`config.mk`:
```
export PLATFORM = sky130hd
export DESIGN_NAME = run_gating_dc_brake_sequencer
export DESIGN_NICKNAME = d
export VERILOG_FILES = /design/src/seq_pkg.sv /design/src/run_gating_dc_brake_sequencer.sv
export SDC_FILE = /design/constraint.sdc
export NUM_CORES = 1
export LEC_CHECK = 0
export BUFFER_PORTS_ARGS = -buffer_cell sky130_fd_sc_hd__buf_2
export CORE_MARGIN = 3
export CORE_UTILIZATION = 30
export DETAILED_ROUTE_END_ITERATION = 7
export SLEW_MARGIN = 25
export SYNTH_ARGS = -nofsm -noshare
export SYNTH_HDL_FRONTEND = slang
export SYNTH_SLANG_ARGS = --single-unit
export TNS_END_PERCENT = 30
```
`constraint.sdc`:
```
create_clock -name clk_i -period 3.6 [get_ports clk_i]
set_input_delay 0.54 -clock clk_i [delete_from_list [all_inputs] [get_ports clk_i]]
set_output_delay 0.54 -clock clk_i [all_outputs]
set_load 0.02 [all_outputs]
```
`src/seq_pkg.sv`:
```
// Purpose: constants and types for the run gating and braking sequencer
// Assumes: 250 MHz system clock, settings in 0.1 Hz, 10 ms and 1 % units
// Notes:   register offsets are byte addresses on the plain register port
package seq_pkg;
    // ==========================================================
    // register map
    localparam logic [7:0] OFS_CFG    = 8'h00;
    localparam logic [7:0] OFS_FREQ   = 8'h04;
    localparam logic [7:0] OFS_CUR    = 8'h08;
    localparam logic [7:0] OFS_TSTART = 8'h0C;
    localparam logic [7:0] OFS_TSTOP  = 8'h10;
    localparam logic [7:0] OFS_FLUX   = 8'h14;
    localparam logic [7:0] OFS_STATUS = 8'h18;
    // ==========================================================
    // field positions in the configuration word
    localparam int CFG_RPS_LSB = 0;   // run_in_programming_select
    localparam int CFG_PHASE   = 2;   // phase_order_select
    localparam int CFG_SM_LSB  = 4;   // stop_method_select
    localparam int CFG_PWRUP   = 6;   // run_at_powerup_select
    localparam int CFG_PM      = 7;   // pm_open_loop_vector_mode
    localparam int CFG_FR1_LSB = 8;   // frequency reference source one
    localparam int CFG_FR2_LSB = 11;  // freq_ref_source_two
    localparam int CFG_RS1_LSB = 14;  // run source one
    localparam int CFG_RS2_LSB = 16;  // run_source_two
    localparam int HI_LSB      = 16;  // upper field of paired words
    // ==========================================================
    // reset values of the settings
    localparam logic [17:0] CFG_RST    = 18'h00000;
    localparam logic [27:0] FREQ_RST   = 28'h0000005; // 0.5 Hz
    localparam logic [6:0]  CUR_RST    = 7'h32;       // 50 %
    localparam logic [27:0] TSTART_RST = 28'h0000032; // 0.50 s
    localparam logic [9:0]  TSTOP_RST  = 10'h032;     // 0.50 s
    localparam logic [9:0]  FLUX_RST   = 10'h000;     // 0 %
    localparam logic [6:0]  CUR_CARRIER_LIMIT = 7'h32;
    localparam logic [1:0]  RPS_BLOCK  = 2'h0;
    localparam logic [1:0]  RPS_ANY    = 2'h1;
    localparam logic [1:0]  RPS_LOCK   = 2'h2;
    localparam logic [1:0]  SM_RAMP    = 2'h0;
    // ==========================================================
    // timing
    localparam int TICK_MS     = 10;
    localparam int CLK_KHZ     = 250000;
    localparam int TICK_CYCLES = TICK_MS * CLK_KHZ;
    localparam logic [11:0] STARTUP_TICKS = 12'h032;  // 500 ms
    localparam logic [3:0]  BLINK_TICKS   = 4'h5;     // 50 ms half period
    // ==========================================================
    typedef enum logic [2:0] {
        ST_STARTUP, ST_IDLE, ST_SHORT_START, ST_DC_START,
        ST_RUN, ST_DECEL, ST_STOP_BRAKE
    } state_type;
endpackage : seq_pkg

```
`src/run_gating_dc_brake_sequencer.sv`:
```
// Purpose: gates the run command and times start and stop braking phases
// Assumes: inputs synchronous to clk_i, output_freq_i in 0.1 Hz units
// Notes:   all interval times resolve to the 10 ms tick
//
// How it works
// mode 0 ignores run while the panel is programming.
// mode 1 accepts run in every panel mode.
// mode 2 refuses programming entry while the output is active.
// phase order standard at 0, swapped at 1.
// reference switch terminal selects frequency reference source two.
// reference switch terminal selects run source two.
// power-up run not honoured at 0; run must be cycled.
// power-up run at 0 makes the run indicator blink fast.
// power-up run at 1 starts once start-up completes.
// stop braking threshold only used with ramp stop method.
// ramp stop braking begins below brake_start_freq.
// threshold raised to min_output_freq when that is higher.
// pm vector mode brakes by shorting phases, not dc; at zero short start time the code still runs dc start injection.
// dc current setting 0 to 75 percent of rated; the register takes any value 0 to 127 unchecked.
// dc current above 50 percent forces 1 kHz carrier.
// dc injection at start for its time, skipped at zero.
// stop braking held for dc_brake_time_stop.
// flux boost applied during start injection below min frequency.
// pm mode shorts phases at start for its time, zero skips.
// ramp stop decelerates when run drops or stop given.
// all intervals counted in 10 ms ticks of the system clock.
`timescale 1ns/10ps
module run_gating_dc_brake_sequencer
    import seq_pkg::*;
#(
    parameter int TICK_CYCLES_P = TICK_CYCLES
) (
    input  wire logic        clk_i,
    input  wire logic        reset_i,
    input  wire logic [7:0]  addr_i,
    input  wire logic [31:0] wdata_i,
    input  wire logic        wr_i,
    input  wire logic        rd_i,
    output logic      [31:0] rdata_o,
    input  wire logic [3:0]  run_sources_i,
    input  wire logic        stop_cmd_i,
    input  wire logic        ref_switch_i,
    input  wire logic        prog_req_i,
    input  wire logic [11:0] output_freq_i,
    output logic             prog_mode_o,
    output logic             run_o,
    output logic             decel_o,
    output logic             dc_inject_o,
    output logic             short_brake_o,
    output logic             output_active_o,
    output logic             phase_swap_o,
    output logic             carrier_low_o,
    output logic             flux_boost_o,
    output logic      [9:0]  flux_level_o,
    output logic      [6:0]  dc_current_o,
    output logic      [2:0]  freq_ref_sel_o,
    output logic             run_led_o
);
    // ==========================================================
    // settings registers
    logic [17:0] cfg_reg;
    logic [27:0] freq_reg;
    logic [6:0]  cur_reg;
    logic [27:0] tstart_reg;
    logic [9:0]  tstop_reg;
    logic [9:0]  flux_reg;
    logic [31:0] rdata_next;

    wire wr_cfg    = wr_i && (addr_i == OFS_CFG);
    wire wr_freq   = wr_i && (addr_i == OFS_FREQ);
    wire wr_cur    = wr_i && (addr_i == OFS_CUR);
    wire wr_tstart = wr_i && (addr_i == OFS_TSTART);
    wire wr_tstop  = wr_i && (addr_i == OFS_TSTOP);
    wire wr_flux   = wr_i && (addr_i == OFS_FLUX);

    always_ff @(posedge clk_i) begin
        if (reset_i) begin
            cfg_reg    <= CFG_RST;
            freq_reg   <= FREQ_RST;
            cur_reg    <= CUR_RST;
            tstart_reg <= TSTART_RST;
            tstop_reg  <= TSTOP_RST;
            flux_reg   <= FLUX_RST;
        end else begin
            if (wr_cfg)    cfg_reg    <= wdata_i[17:0];
            if (wr_freq)   freq_reg   <= wdata_i[27:0];
            if (wr_cur)    cur_reg    <= wdata_i[6:0];
            if (wr_tstart) tstart_reg <= wdata_i[27:0];
            if (wr_tstop)  tstop_reg  <= wdata_i[9:0];
            if (wr_flux)   flux_reg   <= wdata_i[9:0];
        end
    end

    wire [1:0]  rps       = cfg_reg[CFG_RPS_LSB +: 2];
    wire [1:0]  stop_meth = cfg_reg[CFG_SM_LSB +: 2];
    wire        pwrup_sel = cfg_reg[CFG_PWRUP];
    wire        pm_mode   = cfg_reg[CFG_PM];
    wire [2:0]  fr_one    = cfg_reg[CFG_FR1_LSB +: 3];
    wire [2:0]  fr_two    = cfg_reg[CFG_FR2_LSB +: 3];
    wire [1:0]  rs_one    = cfg_reg[CFG_RS1_LSB +: 2];
    wire [1:0]  rs_two    = cfg_reg[CFG_RS2_LSB +: 2];
    wire [11:0] brk_freq  = freq_reg[11:0];
    wire [11:0] min_freq  = freq_reg[HI_LSB +: 12];
    wire [11:0] dc_start  = tstart_reg[11:0];
    wire [11:0] sc_start  = tstart_reg[HI_LSB +: 12];
    wire [11:0] dc_stop   = {2'h0, tstop_reg};

    // ==========================================================
    // 10 ms tick; one shared divider keeps every interval aligned
    logic [21:0] div_reg;
    logic        tick_reg;
    always_ff @(posedge clk_i) begin
        if (reset_i) begin
            div_reg  <= 22'h000000;
            tick_reg <= 1'b0;
        end else if (div_reg == 22'(TICK_CYCLES_P - 1)) begin
            div_reg  <= 22'h000000;
            tick_reg <= 1'b1;
        end else begin
            div_reg  <= div_reg + 22'h000001;
            tick_reg <= 1'b0;
        end
    end

    // ==========================================================
    // run source and gating
    state_type   state_reg, state_next;
    logic [11:0] timer_reg, timer_next;
    logic        prog_mode_reg, pu_block_reg, active_reg;

    wire [1:0] run_src  = ref_switch_i ? rs_two : rs_one;
    wire       run_sel  = run_sources_i[run_src];
    wire       prog_bar = prog_mode_reg && (rps == RPS_BLOCK);
    // modes 1 and 2 both let run through; mode 2 instead locks the panel
    wire       run_ok   = run_sel && !stop_cmd_i && !prog_bar &&
                          !pu_block_reg;
    wire       prog_next = prog_req_i &&
                           !((rps == RPS_LOCK) && active_reg);
    wire [11:0] brake_thr = (brk_freq < min_freq) ? min_freq
                                                  : brk_freq;
    wire       below_thr = output_freq_i < brake_thr;
    wire       timer_done = (timer_reg == 12'h000);

    // ==========================================================
    // sequencer
    always_comb begin
        state_next = state_reg;
        timer_next = (tick_reg && !timer_done) ? timer_reg - 12'h001
                                               : timer_reg;
        case (state_reg)
            ST_STARTUP: begin
                if (timer_done) begin
                    state_next = ST_IDLE;
                end
            end
            ST_IDLE: begin
                if (run_ok) begin
                    if (pm_mode && sc_start != 12'h000) begin
                        state_next = ST_SHORT_START;
                        timer_next = sc_start;
                    end else if (dc_start != 12'h000) begin
                        state_next = ST_DC_START;
                        timer_next = dc_start;
                    end else begin
                        state_next = ST_RUN;
                    end
                end
            end
            ST_SHORT_START: begin
                if (timer_done) begin
                    state_next = ST_RUN;
                end
            end
            ST_DC_START: begin
                if (timer_done) begin
                    state_next = ST_RUN;
                end
            end
            ST_RUN: begin
                if (!run_ok) begin
                    // other stop methods are out of scope: output drops
                    state_next = (stop_meth == SM_RAMP) ? ST_DECEL
                                                        : ST_IDLE;
                end
            end
            ST_DECEL: begin
                if (run_ok) begin
                    state_next = ST_RUN;
                end else if (below_thr) begin
                    state_next = (dc_stop == 12'h000) ? ST_IDLE
                                                      : ST_STOP_BRAKE;
                    timer_next = dc_stop;
                end
            end
            ST_STOP_BRAKE: begin
                if (timer_done) begin
                    state_next = ST_IDLE;
                end
            end
            default: begin
                state_next = ST_IDLE;
            end
        endcase
    end

    wire act_next   = (state_next != ST_STARTUP) &&
                      (state_next != ST_IDLE);
    // the start-up wait gives software time to load settings first
    wire pu_decide  = (state_reg == ST_STARTUP) && timer_done;
    wire pu_next    = pu_decide ? (run_sel && !pwrup_sel)
                                : (pu_block_reg && run_sel);

    always_ff @(posedge clk_i) begin
        if (reset_i) begin
            state_reg     <= ST_STARTUP;
            timer_reg     <= STARTUP_TICKS;
            prog_mode_reg <= 1'b0;
            pu_block_reg  <= 1'b0;
            active_reg    <= 1'b0;
        end else begin
            state_reg     <= state_next;
            timer_reg     <= timer_next;
            prog_mode_reg <= prog_next;
            pu_block_reg  <= pu_next;
            active_reg    <= act_next;
        end
    end

    // ==========================================================
    // run indicator: fast blink while a power-up run is held off
    logic [3:0] blink_cnt_reg;
    logic       blink_reg;
    always_ff @(posedge clk_i) begin
        if (reset_i) begin
            blink_cnt_reg <= 4'h0;
            blink_reg     <= 1'b0;
        end else if (tick_reg) begin
            if (blink_cnt_reg == BLINK_TICKS - 4'h1) begin
                blink_cnt_reg <= 4'h0;
                blink_reg     <= !blink_reg;
            end else begin
                blink_cnt_reg <= blink_cnt_reg + 4'h1;
            end
        end
    end

    // ==========================================================
    // outputs, all registered
    wire brake_st  = (state_next == ST_STOP_BRAKE);
    wire boost_st  = (state_next == ST_DC_START) &&
                     (output_freq_i < min_freq) &&
                     (flux_reg != FLUX_RST);
    wire led_next  = pu_block_reg ? blink_reg : act_next;

    always_ff @(posedge clk_i) begin
        if (reset_i) begin
            prog_mode_o     <= 1'b0;
            run_o           <= 1'b0;
            decel_o         <= 1'b0;
            dc_inject_o     <= 1'b0;
            short_brake_o   <= 1'b0;
            output_active_o <= 1'b0;
            phase_swap_o    <= 1'b0;
            carrier_low_o   <= 1'b0;
            flux_boost_o    <= 1'b0;
            flux_level_o    <= FLUX_RST;
            dc_current_o    <= CUR_RST;
            freq_ref_sel_o  <= 3'h0;
            run_led_o       <= 1'b0;
        end else begin
            prog_mode_o     <= prog_next;
            run_o           <= (state_next == ST_RUN);
            decel_o         <= (state_next == ST_DECEL);
            dc_inject_o     <= (state_next == ST_DC_START) ||
                               (brake_st && !pm_mode);
            short_brake_o   <= (state_next == ST_SHORT_START) ||
                               (brake_st && pm_mode);
            output_active_o <= act_next;
            phase_swap_o    <= cfg_reg[CFG_PHASE];
            carrier_low_o   <= cur_reg > CUR_CARRIER_LIMIT;
            flux_boost_o    <= boost_st;
            flux_level_o    <= flux_reg;
            dc_current_o    <= cur_reg;
            freq_ref_sel_o  <= ref_switch_i ? fr_two : fr_one;
            run_led_o       <= led_next;
        end
    end

    // ==========================================================
    // register read path, data valid in the following cycle
    always_comb begin
        rdata_next = 32'h00000000;
        case (addr_i)
            OFS_CFG:    rdata_next = {14'h0000, cfg_reg};
            OFS_FREQ:   rdata_next = {4'h0, freq_reg};
            OFS_CUR:    rdata_next = {25'h0000000, cur_reg};
            OFS_TSTART: rdata_next = {4'h0, tstart_reg};
            OFS_TSTOP:  rdata_next = {22'h000000, tstop_reg};
            OFS_FLUX:   rdata_next = {22'h000000, flux_reg};
            OFS_STATUS: rdata_next = {4'h0, timer_reg, 10'h000,
                                      active_reg, pu_block_reg,
                                      prog_mode_reg, state_reg};
            default:    rdata_next = 32'h00000000;
        endcase
    end

    always_ff @(posedge clk_i) begin
        if (reset_i) begin
            rdata_o <= 32'h00000000;
        end else begin
            rdata_o <= rd_i ? rdata_next : 32'h00000000;
        end
    end
endmodule : run_gating_dc_brake_sequencer

```
==> Yosys cells after proc, flatten, opt, wreduce, memory -nomap -nowiden <==
Cells that the tools add are included.
{ "word_totals": {"latch_bits": 0, "memories": 0, "rom_bits": 0, "ff_bits": 207, "ram_bits": 0, "out_inout_bits": 62} }
{ "classes": {"div": 0, "n_eq_ne": 21, "shifts": 0, "add_sub_neg": 3, "n_reduce_logical": 47, "n_bitwise": 1, "n_lt_le_gt_ge": 5, "n_mul": 0, "muxes": 28} }
{ "op_table": {"columns": ["op", "n"], "rows": [
  ["one-hot mux 28 bit (7 select lines)", 1],
  ["2-to-1 mux 12 bit", 7],
  ["less-than comparator 12 bit", 3],
  ["2-to-1 mux 3 bit", 11],
  ["== test 8 x 5 -> 1 bit, second input constant", 3],
  ["zero test 12 bit", 2],
  ["one-hot mux 12 bit (2 select lines)", 1],
  ["nonzero test 12 bit", 2],
  ["adder 22 x 1 -> 22 bit, second input constant", 1],
  ["== test 22 bit, second input constant", 1],
  ["logical AND 1 bit", 22],
  ["== test 3 bit, second input constant", 6],
  ["== test 8 x 4 -> 1 bit, second input constant", 2],
  ["one-hot mux 3 bit (5 select lines)", 1],
  ["== test 3 x 2 -> 1 bit, second input constant", 4],
  ["subtractor 12 x 1 -> 12 bit, second input constant", 1],
  ["nonzero test 10 bit", 1],
  ["== test 8 x 3 -> 1 bit, second input constant", 1],
  ["zero test 1 bit", 8],
  ["zero test 8 bit", 1],
  ["OR reduction 2 bit", 4],
  ["> comparator 7 x 6 -> 1 bit, second input constant", 1],
  ["adder 4 x 1 -> 4 bit, second input constant", 1],
  ["== test 4 x 3 -> 1 bit, second input constant", 1],
  ["14 further kinds", 19]
]} }

==> Longest topological paths before layout <==
Gate-level depths: netlist of the first run.
{ "depth": {"word_depth": 11, "mapped_depth": 17, "mapped_depth_nobuf": 16} }

==> Worst setup path after synthesis of the first run <==
Ideal clock, no wire load.
{ "synth_path": {"kind": "reg2reg", "from": "register freq_reg[17]", "to": "register run_led_o", "synth_period_minus_slack_ps": 3876, "t_required_ps": 3478, "setup_ps": 122, "path_slack_ps": -276, "t_arrival_ps": 3754, "path_stages_with_launch": 16, "path_buffers": 1, "path_cell_list": "dfxtp_1 -> inv_1 -> ha_1 -> a2111oi_2 -> o2bb2ai_1 -> nor2_1 -> buf_1 -> mux2i_1 -> ha_1 -> a211oi_1 -> o21ai_0 -> a211oi_1 -> o21ai_0 -> a211o_1 -> and2_1 -> o311a_1"} }
{ "synth_between": {"elab_chain_len": 9, "elab_cells_between_ends": 10} }
{ "synth_rtl": {"columns": ["item", "line_no", "text"], "rows": [
  ["start: declaration", "run_gating_dc_brake_sequencer.sv:62", "logic [27:0] freq_reg;"],
  ["start signal: assignment", "run_gating_dc_brake_sequencer.sv:86", "if (wr_freq) freq_reg <= wdata_i[27:0];"],
  ["less-than comparator 12 bit", "run_gating_dc_brake_sequencer.sv:139", "wire [11:0] brake_thr = (brk_freq < min_freq) ? min_freq"],
  ["2-to-1 mux 12 bit *", "run_gating_dc_brake_sequencer.sv:139", null],
  ["less-than comparator 12 bit *", "run_gating_dc_brake_sequencer.sv:141", "wire below_thr = output_freq_i < brake_thr;"],
  ["2-to-1 mux 3 bit *", "run_gating_dc_brake_sequencer.sv:189", "end else if (below_thr) begin"],
  ["2-to-1 mux 3 bit *", "run_gating_dc_brake_sequencer.sv:187", "if (run_ok) begin"],
  ["one-hot mux 3 bit (5 select lines) *", "run_gating_dc_brake_sequencer.sv:150", "case (state_reg)"],
  ["!= test 3 x 1 -> 1 bit / nonzero test 3 bit (equally long branches)", "run_gating_dc_brake_sequencer.sv:207, run_gating_dc_brake_sequencer.sv:206", null],
  ["logical AND 1 bit *", "run_gating_dc_brake_sequencer.sv:206", "wire act_next = (state_next != ST_STARTUP) &&"],
  ["2-to-1 mux 1 bit *", "run_gating_dc_brake_sequencer.sv:253", "wire led_next = pu_block_reg ? blink_reg : act_next;"],
  ["end signal: assignment", "run_gating_dc_brake_sequencer.sv:285", "run_led_o <= led_next;"],
  ["end: declaration", "run_gating_dc_brake_sequencer.sv:57", "output logic run_led_o"]
]} }
Every way passes the cells marked *; elsewhere a longest branch is shown, timed or not.
A chain may end at the register's enable or synchronous reset.

==> Worst setup path after layout of the first run <==
{ "layout_path": {"from": "register freq_reg[27]", "to": "register timer_reg[0]"} }
{ "layout_between": {"elab_chain_len": 6} }
{ "layout_rtl": {"columns": ["item", "line_no", "text"], "rows": [
  ["less-than comparator 12 bit", "run_gating_dc_brake_sequencer.sv:139", null],
  ["2-to-1 mux 12 bit *", "run_gating_dc_brake_sequencer.sv:139", null],
  ["less-than comparator 12 bit *", "run_gating_dc_brake_sequencer.sv:141", null],
  ["2-to-1 mux 12 bit *", "run_gating_dc_brake_sequencer.sv:189", null],
  ["2-to-1 mux 12 bit *", "run_gating_dc_brake_sequencer.sv:187", null],
  ["one-hot mux 12 bit (2 select lines) *", "run_gating_dc_brake_sequencer.sv:150", null],
  ["end signal: assignment", "run_gating_dc_brake_sequencer.sv:222", "timer_reg <= timer_next;"],
  ["end: declaration", "run_gating_dc_brake_sequencer.sv:128", "logic [11:0] timer_reg, timer_next;"]
]} }
Marks and branches as above.

==> flow_metrics.env, run 1 <==
export IMPL_synthArstFlopShare_pct=0
export IMPL_endpoint="timer_reg[0]"
export IMPL_clock_latency_ns=0.54
export IMPL_start_util_pct=30.6
export IMPL_holdBufCountCts=0
export IMPL_p_leak_nw=4.48
export IMPL_gr_total_overflow=0
export IMPL_initialDrtViolationCount=903
export IMPL_drive_gt1_share_pct=24.1
export IMPL_cp_common_cell="buf_6"
export IMPL_switching_share_pct=23.1
export IMPL_yosysSeqAreaShare_pct=43.2
export IMPL_routed_wl_um=32500
export IMPL_power_density_nw_per_um2=410
export IMPL_synthFlopType="dfxtp_1"
export IMPL_relSlewSlack_pct=35.5
export IMPL_violations="setup timing"
export IMPL_r2r_end="timer_reg[0]"
export IMPL_synth_top_cell_area_share_pct=43.2
export IMPL_die_w_um=183
export IMPL_final_seq_area_sq_um=4080
export IMPL_p_int_mw=3.80
export IMPL_grt_use_total_pct=18.6
export IMPL_io_buffers=116
export IMPL_maxCapViolations=0
export IMPL_syn_area_sq_um=9410
export IMPL_syn_instance_count=1149
export IMPL_place_ws_ns=-0.368
export IMPL_cts_made_buffers=23
export IMPL_critPathLaunch="freq_reg[27]"
export IMPL_period_share_pct=105
export IMPL_dieArea_sq_um=33500
export IMPL_setup_tns_ns=-2.10
export IMPL_final_common_cell="nand2_1"
export IMPL_finalInstanceArea_sq_um=12000
export IMPL_cp_max_fo=6
export IMPL_r2r_slack_ns=-0.19
export IMPL_cts_tree="built"
export IMPL_rr_startpoint="freq_reg[27]"
export IMPL_h_tree_depth=1
export IMPL_synth_top_cell_by_area="dfxtp_1"
export IMPL_holdWs_ns=0.235
export IMPL_fp_dieH_um=183
export IMPL_hpwl_um=23200
export IMPL_ant_nets=0
export IMPL_rsz0062_at_grt="true"
export IMPL_post_dp_cell_area_sq_um=10800
export IMPL_crit_arrival_ns=4.23
export IMPL_grt_pass1_wl_um=49600
export IMPL_hold_viol=0
export IMPL_clock_fmax_mhz=264
export IMPL_ys_types=70
export IMPL_root_buffer="clkbuf_16"
export IMPL_syn_area_per_cell_sq_um=8.19
export IMPL_met3_usage_pct=4.34
export IMPL_path_class="flop to flop"
export IMPL_place_congestion=0.904
export IMPL_crit_slowest_cell="o31a_1"
export IMPL_top_usage_layer="met2"
export IMPL_outcome="finished with violations"
export IMPL_fin_skew_ns=0.0319
export IMPL_core_area_sq_um=30700
export IMPL_grt_pass1_vias=8687
export IMPL_grt_start_max_net_pins=137
export IMPL_n_antenna_cell=0
export IMPL_clock_power_share_pct=49.8
export IMPL_fillers=3165
export IMPL_crit_chain="inv_2 -> ha_4 -> and4_4 -> o211ai_1 -> o2bb2ai_2 -> nor2_2 -> buf_6 -> buf_4 -> mux2i_2 -> ha_1 -> nand3_2 -> buf_6 -> nor2_4 -> and3_4 -> o31a_1 -> a211oi_4 -> buf_6 -> or3_4 -> a31oi_1"
export IMPL_finalSetupViolations=20
export IMPL_endpoint_kind="flop"
export IMPL_clock_sinks=203
export IMPL_finalMaxSlewViolations=0
export IMPL_tightest_slew_ns=0.955
export IMPL_fin_nets=1421
export IMPL_total_power_mw=4.94
export IMPL_power_share_combinational_pct=4.5
export IMPL_grtUsageMet2_pct=28.8
export IMPL_avgRoutedWirePerCell_um=18.7
export IMPL_multi_input_area_sq_um=5260
export IMPL_path_clk_slew_ns=0.06
export IMPL_reg2regPathDepth=19
export IMPL_syn2layout_area_growth_pct=27.9
export IMPL_viasPerCell=5.26
export IMPL_ir_drop_mv=0.291
export IMPL_rows=64
export IMPL_cpPeakStageDelay_ns=0.40
export IMPL_seqPwrFrac_pct=45.7
export IMPL_grt_use_met1_pct=25.6
export IMPL_ios=125
export IMPL_crit_required_ns=4.04
export IMPL_post_route_min_period_ns=3.79
export IMPL_start_kind="flop"
export IMPL_dr_pass1_iters=8
export IMPL_drcViolationCount=0
export IMPL_synth_edf_count=0
export IMPL_final_cell_mix="nand2_1 (256), dfxtp_1 (189), a21oi_1 (130)"
export IMPL_synth_area_top_cells="dfxtp_1 (43%), nand2_1 (10%), a21oi_1 (7.1%), ha_1 (4.9%), nor2_1 (3.2%)"
export IMPL_holdCritPathClass="input port to flop"
export IMPL_vias=9118
export IMPL_p_sw_mw=1.14
export IMPL_cts_buffer_depth=3
export IMPL_antenna_found_initial=0
export IMPL_ys_warnings_count=0
export IMPL_ys_ff_latch=203
export IMPL_setup_ws_ns=-0.189
## power groups by stage
stage               Sequential [mW]  Clock (mW)  Combinational, mW
floorplan                      2.31           0             0.0971
global placement               2.31           0              0.196
detailed placement             2.31           0              0.198
CTS                            2.26        2.51              0.210
global route                   2.26        2.59              0.237
finish                         2.26        2.46              0.222
## logic make-up after synthesis
family	share of synthesized area, %
other	0.0398
adder cells (fa/ha/maj)	4.92
flip-flops	43.2
XOR/XNOR	2.88
AO/OA/AOI/OAI	18.3
AND/OR/NAND/NOR	24.0
multiplexers	2.77
buffers and inverters	3.88
## Yosys cell counts, types with 11 or more instances
cell type,instances
nand2_1,257
dfxtp_1,203
a21oi_1,133
nor2_1,79
clkbuf_1,45
ha_1,37
nand3_1,37
a22oi_1,32
mux2i_1,26
o21ai_0,24
nor3_1,23
inv_1,21
nor2b_1,20
xor2_1,16
xnor2_1,15
a31oi_1,13
a222oi_1,11
nand4_1,11
nor4_1,11
## stage by stage
step / instances / util (%)
after detailed placement: 1676 / 35.2
after CTS: 1731 / 38.8
after global placement: 1676 / 35.2
final: 1733 / 39.2
after global routing: 1733 / 39.2
after floorplan: 1152 / -
## cell type report
type / instances / share of cell area, %
Multi-Input combinational cell: 863 / 43.7
Sequential cell: 203 / 33.9
Timing Repair Buffer: 208 / 11.0
Clock buffer: 29 / 5.22
Tap cell: 396 / 4.12
Clock inverter: 12 / 1.35
Inverter: 22 / 0.686
## worst min-delay path by stage
stage | startpoint | end | slack [ns] | cells past startpoint
after floorplan | div_reg[0] | div_reg[0] | 0.43 | 1
after global placement | freq_reg[12] | freq_reg[12] | 0.44 | 2
after detailed placement | tstart_reg[13] | rdata_o[13] | 0.44 | 2
after CTS | prog_req_i | prog_mode_o | 0.23 | 2
after global routing | prog_req_i | prog_mode_o | 0.25 | 2
final | prog_req_i | prog_mode_o | 0.23 | 2
## critical path: cells and delay by family (launching register included)
kind / cells / cell delay, ns
multiplexers: 1 / 0.15
adder cells (fa/ha/maj): 2 / 0.59
buffers and inverters: 5 / 0.64
flip-flops: 1 / 0.33
AO/OA/AOI/OAI: 5 / 0.97
AND/OR/NAND/NOR: 6 / 1.00
## routing by layer
layer | vias to the layer above | part of all wire [%]
met2 | 364 | 44
met1 | 4304 | 44
met3 | 53 | 9.0
met4 | 0 | 3.0
li1 | 4397 | -
met5 | - | 0
## what timing repair did
| item | 4_1_cts | 5_1_grt |
|---|---|---|
| pin swaps | 32 | 33 |
| gates cloned | 0 | 1 |
| endpoints found under the setup margin | 22 | 22 |
| setup buffers | 15 | 7 |
| resized for setup | 48 | 27 |
(Power assumes the default switching activity.)
==> run 2, diff against run 1 <==
CTS_BUF_LIST = sky130_fd_sc_hd__clkbuf_8   (was default)
==> flow_metrics.env, run 2 (synthesized netlist as in run 1, its figures left out) <==
export IMPL_holdCritPathClass="input port to flop"
export IMPL_viasPerCell=5.22
export IMPL_cts_made_buffers=36
export IMPL_io_buffers=116
export IMPL_avgRoutedWirePerCell_um=18.6
export IMPL_p_leak_nw=4.58
export IMPL_finalSetupViolations=19
export IMPL_relSlewSlack_pct=35.3
export IMPL_cts_tree="built"
export IMPL_clock_latency_ns=0.56
export IMPL_initialDrtViolationCount=859
export IMPL_fillers=3172
export IMPL_crit_arrival_ns=4.22
export IMPL_violations="setup timing"
export IMPL_clock_sinks=203
export IMPL_outcome="finished with violations"
export IMPL_clock_fmax_mhz=265
export IMPL_rsz0062_at_grt="true"
export IMPL_post_route_min_period_ns=3.78
export IMPL_dieArea_sq_um=33500
export IMPL_start_util_pct=30.6
export IMPL_die_w_um=183
export IMPL_post_dp_cell_area_sq_um=10800
export IMPL_fp_dieH_um=183
export IMPL_hpwl_um=23200
export IMPL_final_core_util_pct=39.5
export IMPL_ios=125
export IMPL_setup_tns_ns=-1.96
export IMPL_power_density_nw_per_um2=424
export IMPL_cp_max_fo=6
export IMPL_path_class="flop to flop"
export IMPL_syn2layout_area_growth_pct=28.9
export IMPL_total_power_mw=5.14
export IMPL_cts_buffer_depth=3
export IMPL_setup_ws_ns=-0.175
export IMPL_n_antenna_cell=0
export IMPL_gr_total_overflow=0
export IMPL_root_buffer="clkbuf_8"
export IMPL_final_common_cell="nand2_1"
export IMPL_finalInstanceArea_sq_um=12100
export IMPL_endpoint_kind="flop"
export IMPL_ir_drop_mv=0.279
export IMPL_h_tree_depth=2
export IMPL_placed_cells=1676
export IMPL_rows=64
export IMPL_hold_viol=0
export IMPL_grt_pass1_vias=8861
export IMPL_drive_gt1_share_pct=25.0
export IMPL_multi_input_area_sq_um=5250
export IMPL_core_area_sq_um=30700
export IMPL_dr_pass1_iters=6
export IMPL_grt_start_max_net_pins=137
export IMPL_antenna_found_initial=0
export IMPL_ant_nets=0
export IMPL_start_kind="flop"
export IMPL_period_share_pct=105
export IMPL_routed_wl_um=32700
export IMPL_fin_nets=1433
export IMPL_grt_pass1_wl_um=50200
export IMPL_vias=9169
export IMPL_grt_use_total_pct=19.0
export IMPL_path_clk_slew_ns=0.07
export IMPL_maxCapViolations=0
export IMPL_crit_required_ns=4.05
export IMPL_fin_skew_ns=0.0480
export IMPL_drcViolationCount=0
export IMPL_fin_cells=1757
export IMPL_place_congestion=0.904
export IMPL_finalMaxSlewViolations=0
export IMPL_tightest_slew_ns=0.958
export IMPL_final_cell_mix="nand2_1 (256), dfxtp_1 (190), a21oi_1 (130)"
export IMPL_final_seq_area_sq_um=4080
==> run 2: changes by cell type in the layout (fill, tap and decap cells not counted), sizes merged <==
cell      previous run  this run
inv                 24        29
clkinvlp             2         0
buf                208       207
clkinv               5         6
clkbuf              29        47
bufinv               3         6
==> run 2: metal layers <==
metal	up-vias	routed length [um]	global-route usage, %
li1	4415	-	-
met1	4326	14700	26.3
met2	369	14200	28.7
met3	59	2760	4.48
met4	0	998	7.31
met5	-	0	0
==> run 2: final timing paths <==
check / start / to / slack [ns] / depth (start not counted)
max: freq_reg[27] / timer_reg[0] / -0.18 / 19
min: prog_req_i / prog_mode_o / 0.21 / 2
max reg2reg: freq_reg[27] / timer_reg[0] / -0.18 / 19
min reg2reg: freq_reg[14] / freq_reg[14] / 0.46 / 2
==> run 2: area by class of cell <==
| type | instances | area share, % |
|---|---|---|
| tap | 396 | 4.08 |
| multi-input combinational | 863 | 43.3 |
| sequential | 203 | 33.6 |
| timing repair buffer | 207 | 10.8 |
| clock buffer | 47 | 5.33 |
| inverter | 22 | 0.681 |
| clock inverter | 19 | 2.18 |
==> run 2: power by group <==
part / total, mW / internal, mW / switching (mW) / leakage [nW]
clock: 2.66 / 1.62 / 1.04 / 0.489
sequential: 2.26 / 2.25 / 0.00588 / 1.64
combinational: 0.219 / 0.0778 / 0.141 / 2.45
==> run 2: critical path, cell delays in order (launching register included) <==
cell,delay [ns]
dfxtp_2,0.33
inv_2,0.05
ha_4,0.27
and4_4,0.23
o211ai_1,0.11
o2bb2ai_2,0.18
nor2_2,0.08
buf_6,0.16
buf_6,0.13
mux2i_2,0.14
ha_1,0.30
nand3_2,0.10
buf_6,0.13
nor2_4,0.07
and3_4,0.19
o31a_1,0.38
a211oi_4,0.14
buf_6,0.17
or3_1,0.35
a31oi_1,0.17
==> run 2: timing repair <==
item | 4_1_cts | 5_1_grt
resized for setup | 51 | 19
endpoints found under the setup margin | 22 | 22
hold buffers | 0 | 0
endpoints found under the hold margin | 0 | 0
setup buffers | 17 | 2
pin swaps | 33 | 27
cloned | 1 | 0
==> run 2: per-stage QoR <==
step,hold slack (ns),setup WS (ns)
floorplan,0.430,0.0176
global placement,0.440,-0.349
detailed placement,0.444,-0.368
CTS,0.192,-0.139
global route,0.213,-0.343
finish,0.209,-0.175
==> run 3, diff against run 2 <==
CORE_UTILIZATION = 54   (was 30)
PLACE_DENSITY = 0.78   (was default)
==> flow_metrics.env, run 3 (synthesized netlist as in run 1, its figures left out) <==
export IMPL_crit_arrival_ns=4.19
export IMPL_reg2regPathDepth=18
export IMPL_clock_fmax_mhz=264
export IMPL_io_buffers=116
export IMPL_setup_ws_ns=-0.191
export IMPL_grt_use_total_pct=29.3
export IMPL_fillers=1371
export IMPL_power_density_nw_per_um2=399
export IMPL_start_kind="flop"
export IMPL_clock_sinks=203
export IMPL_drcViolationCount=0
export IMPL_n_antenna_cell=0
export IMPL_drive_gt1_share_pct=23.3
export IMPL_routed_wl_um=29400
export IMPL_cts_buffer_depth=3
export IMPL_fp_dieH_um=138
export IMPL_total_power_mw=4.63
export IMPL_gr_total_overflow=0
export IMPL_tightest_slew_ns=0.909
export IMPL_maxCapViolations=0
export IMPL_relSlewSlack_pct=38.6
export IMPL_crit_slowest_cell="o31a_1"
export IMPL_core_area_sq_um=16800
export IMPL_critPathLaunch="freq_reg[19]"
export IMPL_r2r_slack_ns=-0.19
export IMPL_cpPeakStageDelay_ns=0.36
export IMPL_root_buffer="clkbuf_8"
export IMPL_final_common_cell="nand2_1"
export IMPL_place_ws_ns=-0.254
export IMPL_ant_nets=0
export IMPL_ir_drop_mv=0.416
export IMPL_place_congestion=0.961
export IMPL_cts_tree="built"
export IMPL_finalMaxSlewViolations=0
export IMPL_fin_skew_ns=0.0465
export IMPL_outcome="finished with violations"
export IMPL_r2r_end="timer_reg[5]"
export IMPL_dr_pass1_iters=6
export IMPL_antenna_found_initial=0
export IMPL_holdBufCountCts=0
export IMPL_crit_required_ns=4.00
export IMPL_grt_pass1_wl_um=46200
export IMPL_path_clk_slew_ns=0.07
export IMPL_clock_latency_ns=0.59
export IMPL_avgRoutedWirePerCell_um=18.9
export IMPL_cts_made_buffers=31
export IMPL_path_class="flop to flop"
export IMPL_start_util_pct=56.0
export IMPL_rows=47
export IMPL_hpwl_um=20700
export IMPL_hold_viol=0
export IMPL_setup_tns_ns=-1.57
export IMPL_finalSetupViolations=16
export IMPL_rsz0062_at_grt="true"
export IMPL_die_w_um=138
export IMPL_period_share_pct=105
export IMPL_grt_pass1_vias=8697
export IMPL_vias=9302
export IMPL_fin_cells=1561
export IMPL_initialDrtViolationCount=1112
export IMPL_post_route_min_period_ns=3.79
export IMPL_final_cell_mix="nand2_1 (257), dfxtp_1 (190), a21oi_1 (131)"
export IMPL_p_leak_nw=4.40
export IMPL_placed_cells=1495
export IMPL_rr_startpoint="freq_reg[19]"
export IMPL_grt_start_max_net_pins=53
export IMPL_crit_chain="inv_1 -> ha_1 -> o21a_1 -> o211ai_1 -> o2bb2ai_2 -> nor2_2 -> buf_4 -> mux2i_2 -> ha_1 -> a21oi_2 -> nor3b_4 -> nand2_1 -> o31a_1 -> a211oi_4 -> buf_4 -> buf_6 -> nand3b_1 -> o2111ai_1"
export IMPL_violations="setup timing"
export IMPL_viasPerCell=5.96
export IMPL_ios=125
export IMPL_fin_nets=1417
export IMPL_h_tree_depth=1
export IMPL_endpoint="timer_reg[5]"
export IMPL_syn2layout_area_growth_pct=23.1
export IMPL_dieArea_sq_um=19000
export IMPL_endpoint_kind="flop"
export IMPL_cp_max_fo=6
export IMPL_holdCritPathClass="input port to flop"
[run 3: cell types whose count changed in the layout (fill, tap and decap cells not counted), moves of 3 or more]
cell        previous run  this run
buf_4                 84        72
buf_6                  6         9
bufinv_16              6         2
clkbuf_8              47        44
clkinvlp_4             0         3
inv_2                 12         9
[run 3: worst min path at each step]
stage,start,end,cells past startpoint
floorplan,div_reg[0],div_reg[0],1
global placement,freq_reg[13],freq_reg[13],2
detailed placement,tstart_reg[15],rdata_o[15],2
CTS,prog_req_i,prog_mode_o,2
global route,prog_req_i,prog_mode_o,2
finish,wdata_i[12],cfg_reg[12],3
[run 3: power by group]
| group | switching [mW] | internal (mW) |
|---|---|---|
| clock network | 0.936 | 1.23 |
| registers | 0.00555 | 2.25 |
| logic | 0.134 | 0.0712 |
| total | 1.08 | 3.55 |
[run 3: layer usage]
| metal | track usage (%) | part of all wire, % | vias up |
|---|---|---|---|
| li1 | - | - | 4368 |
| met1 | 39.4 | 41 | 4297 |
| met2 | 47.1 | 45 | 543 |
| met3 | 5.73 | 10 | 94 |
| met4 | 10.9 | 4.1 | 0 |
| met5 | 0 | 0 | - |
[run 3: critical path, delay by kind of cell, from the launching register on]
kind | cells | cell delay (ns)
buf+inv | 4 | 0.50
mux | 1 | 0.23
fa+ha+maj | 2 | 0.57
flops | 1 | 0.33
compound gates | 7 | 1.41
simple gates | 4 | 0.58
[run 3: cell type report]
| cell class | count | area [sq um] | area share (%) |
|---|---|---|---|
| well taps | 220 | 275 | 2.38 |
| inverters | 22 | 82.6 | 0.713 |
| repair buffers | 196 | 1220 | 10.5 |
| flip-flops and latches | 203 | 4080 | 35.2 |
| clock inverters | 13 | 120 | 1.04 |
| multi-input cells | 863 | 5200 | 44.9 |
| clock buffers | 44 | 606 | 5.23 |
[run 3: per-stage QoR]
step / instance area, sq um / hold WS, ns / utilization [%]
floorplan: 9430 / 0.430 / -
global placement: 10500 / 0.438 / 62.7
detailed placement: 10500 / 0.443 / 62.7
CTS: 11400 / 0.199 / 68.0
global route: 11600 / 0.199 / 68.9
finish: 11600 / 0.216 / 68.9
[run 3: timing repair]
item	CTS	global route
hold endpoints to repair	0	0
setup endpoints to repair	22	22
pin swaps	34	20
cloned	1	0
resized for setup	35	26
setup buffers	6	4
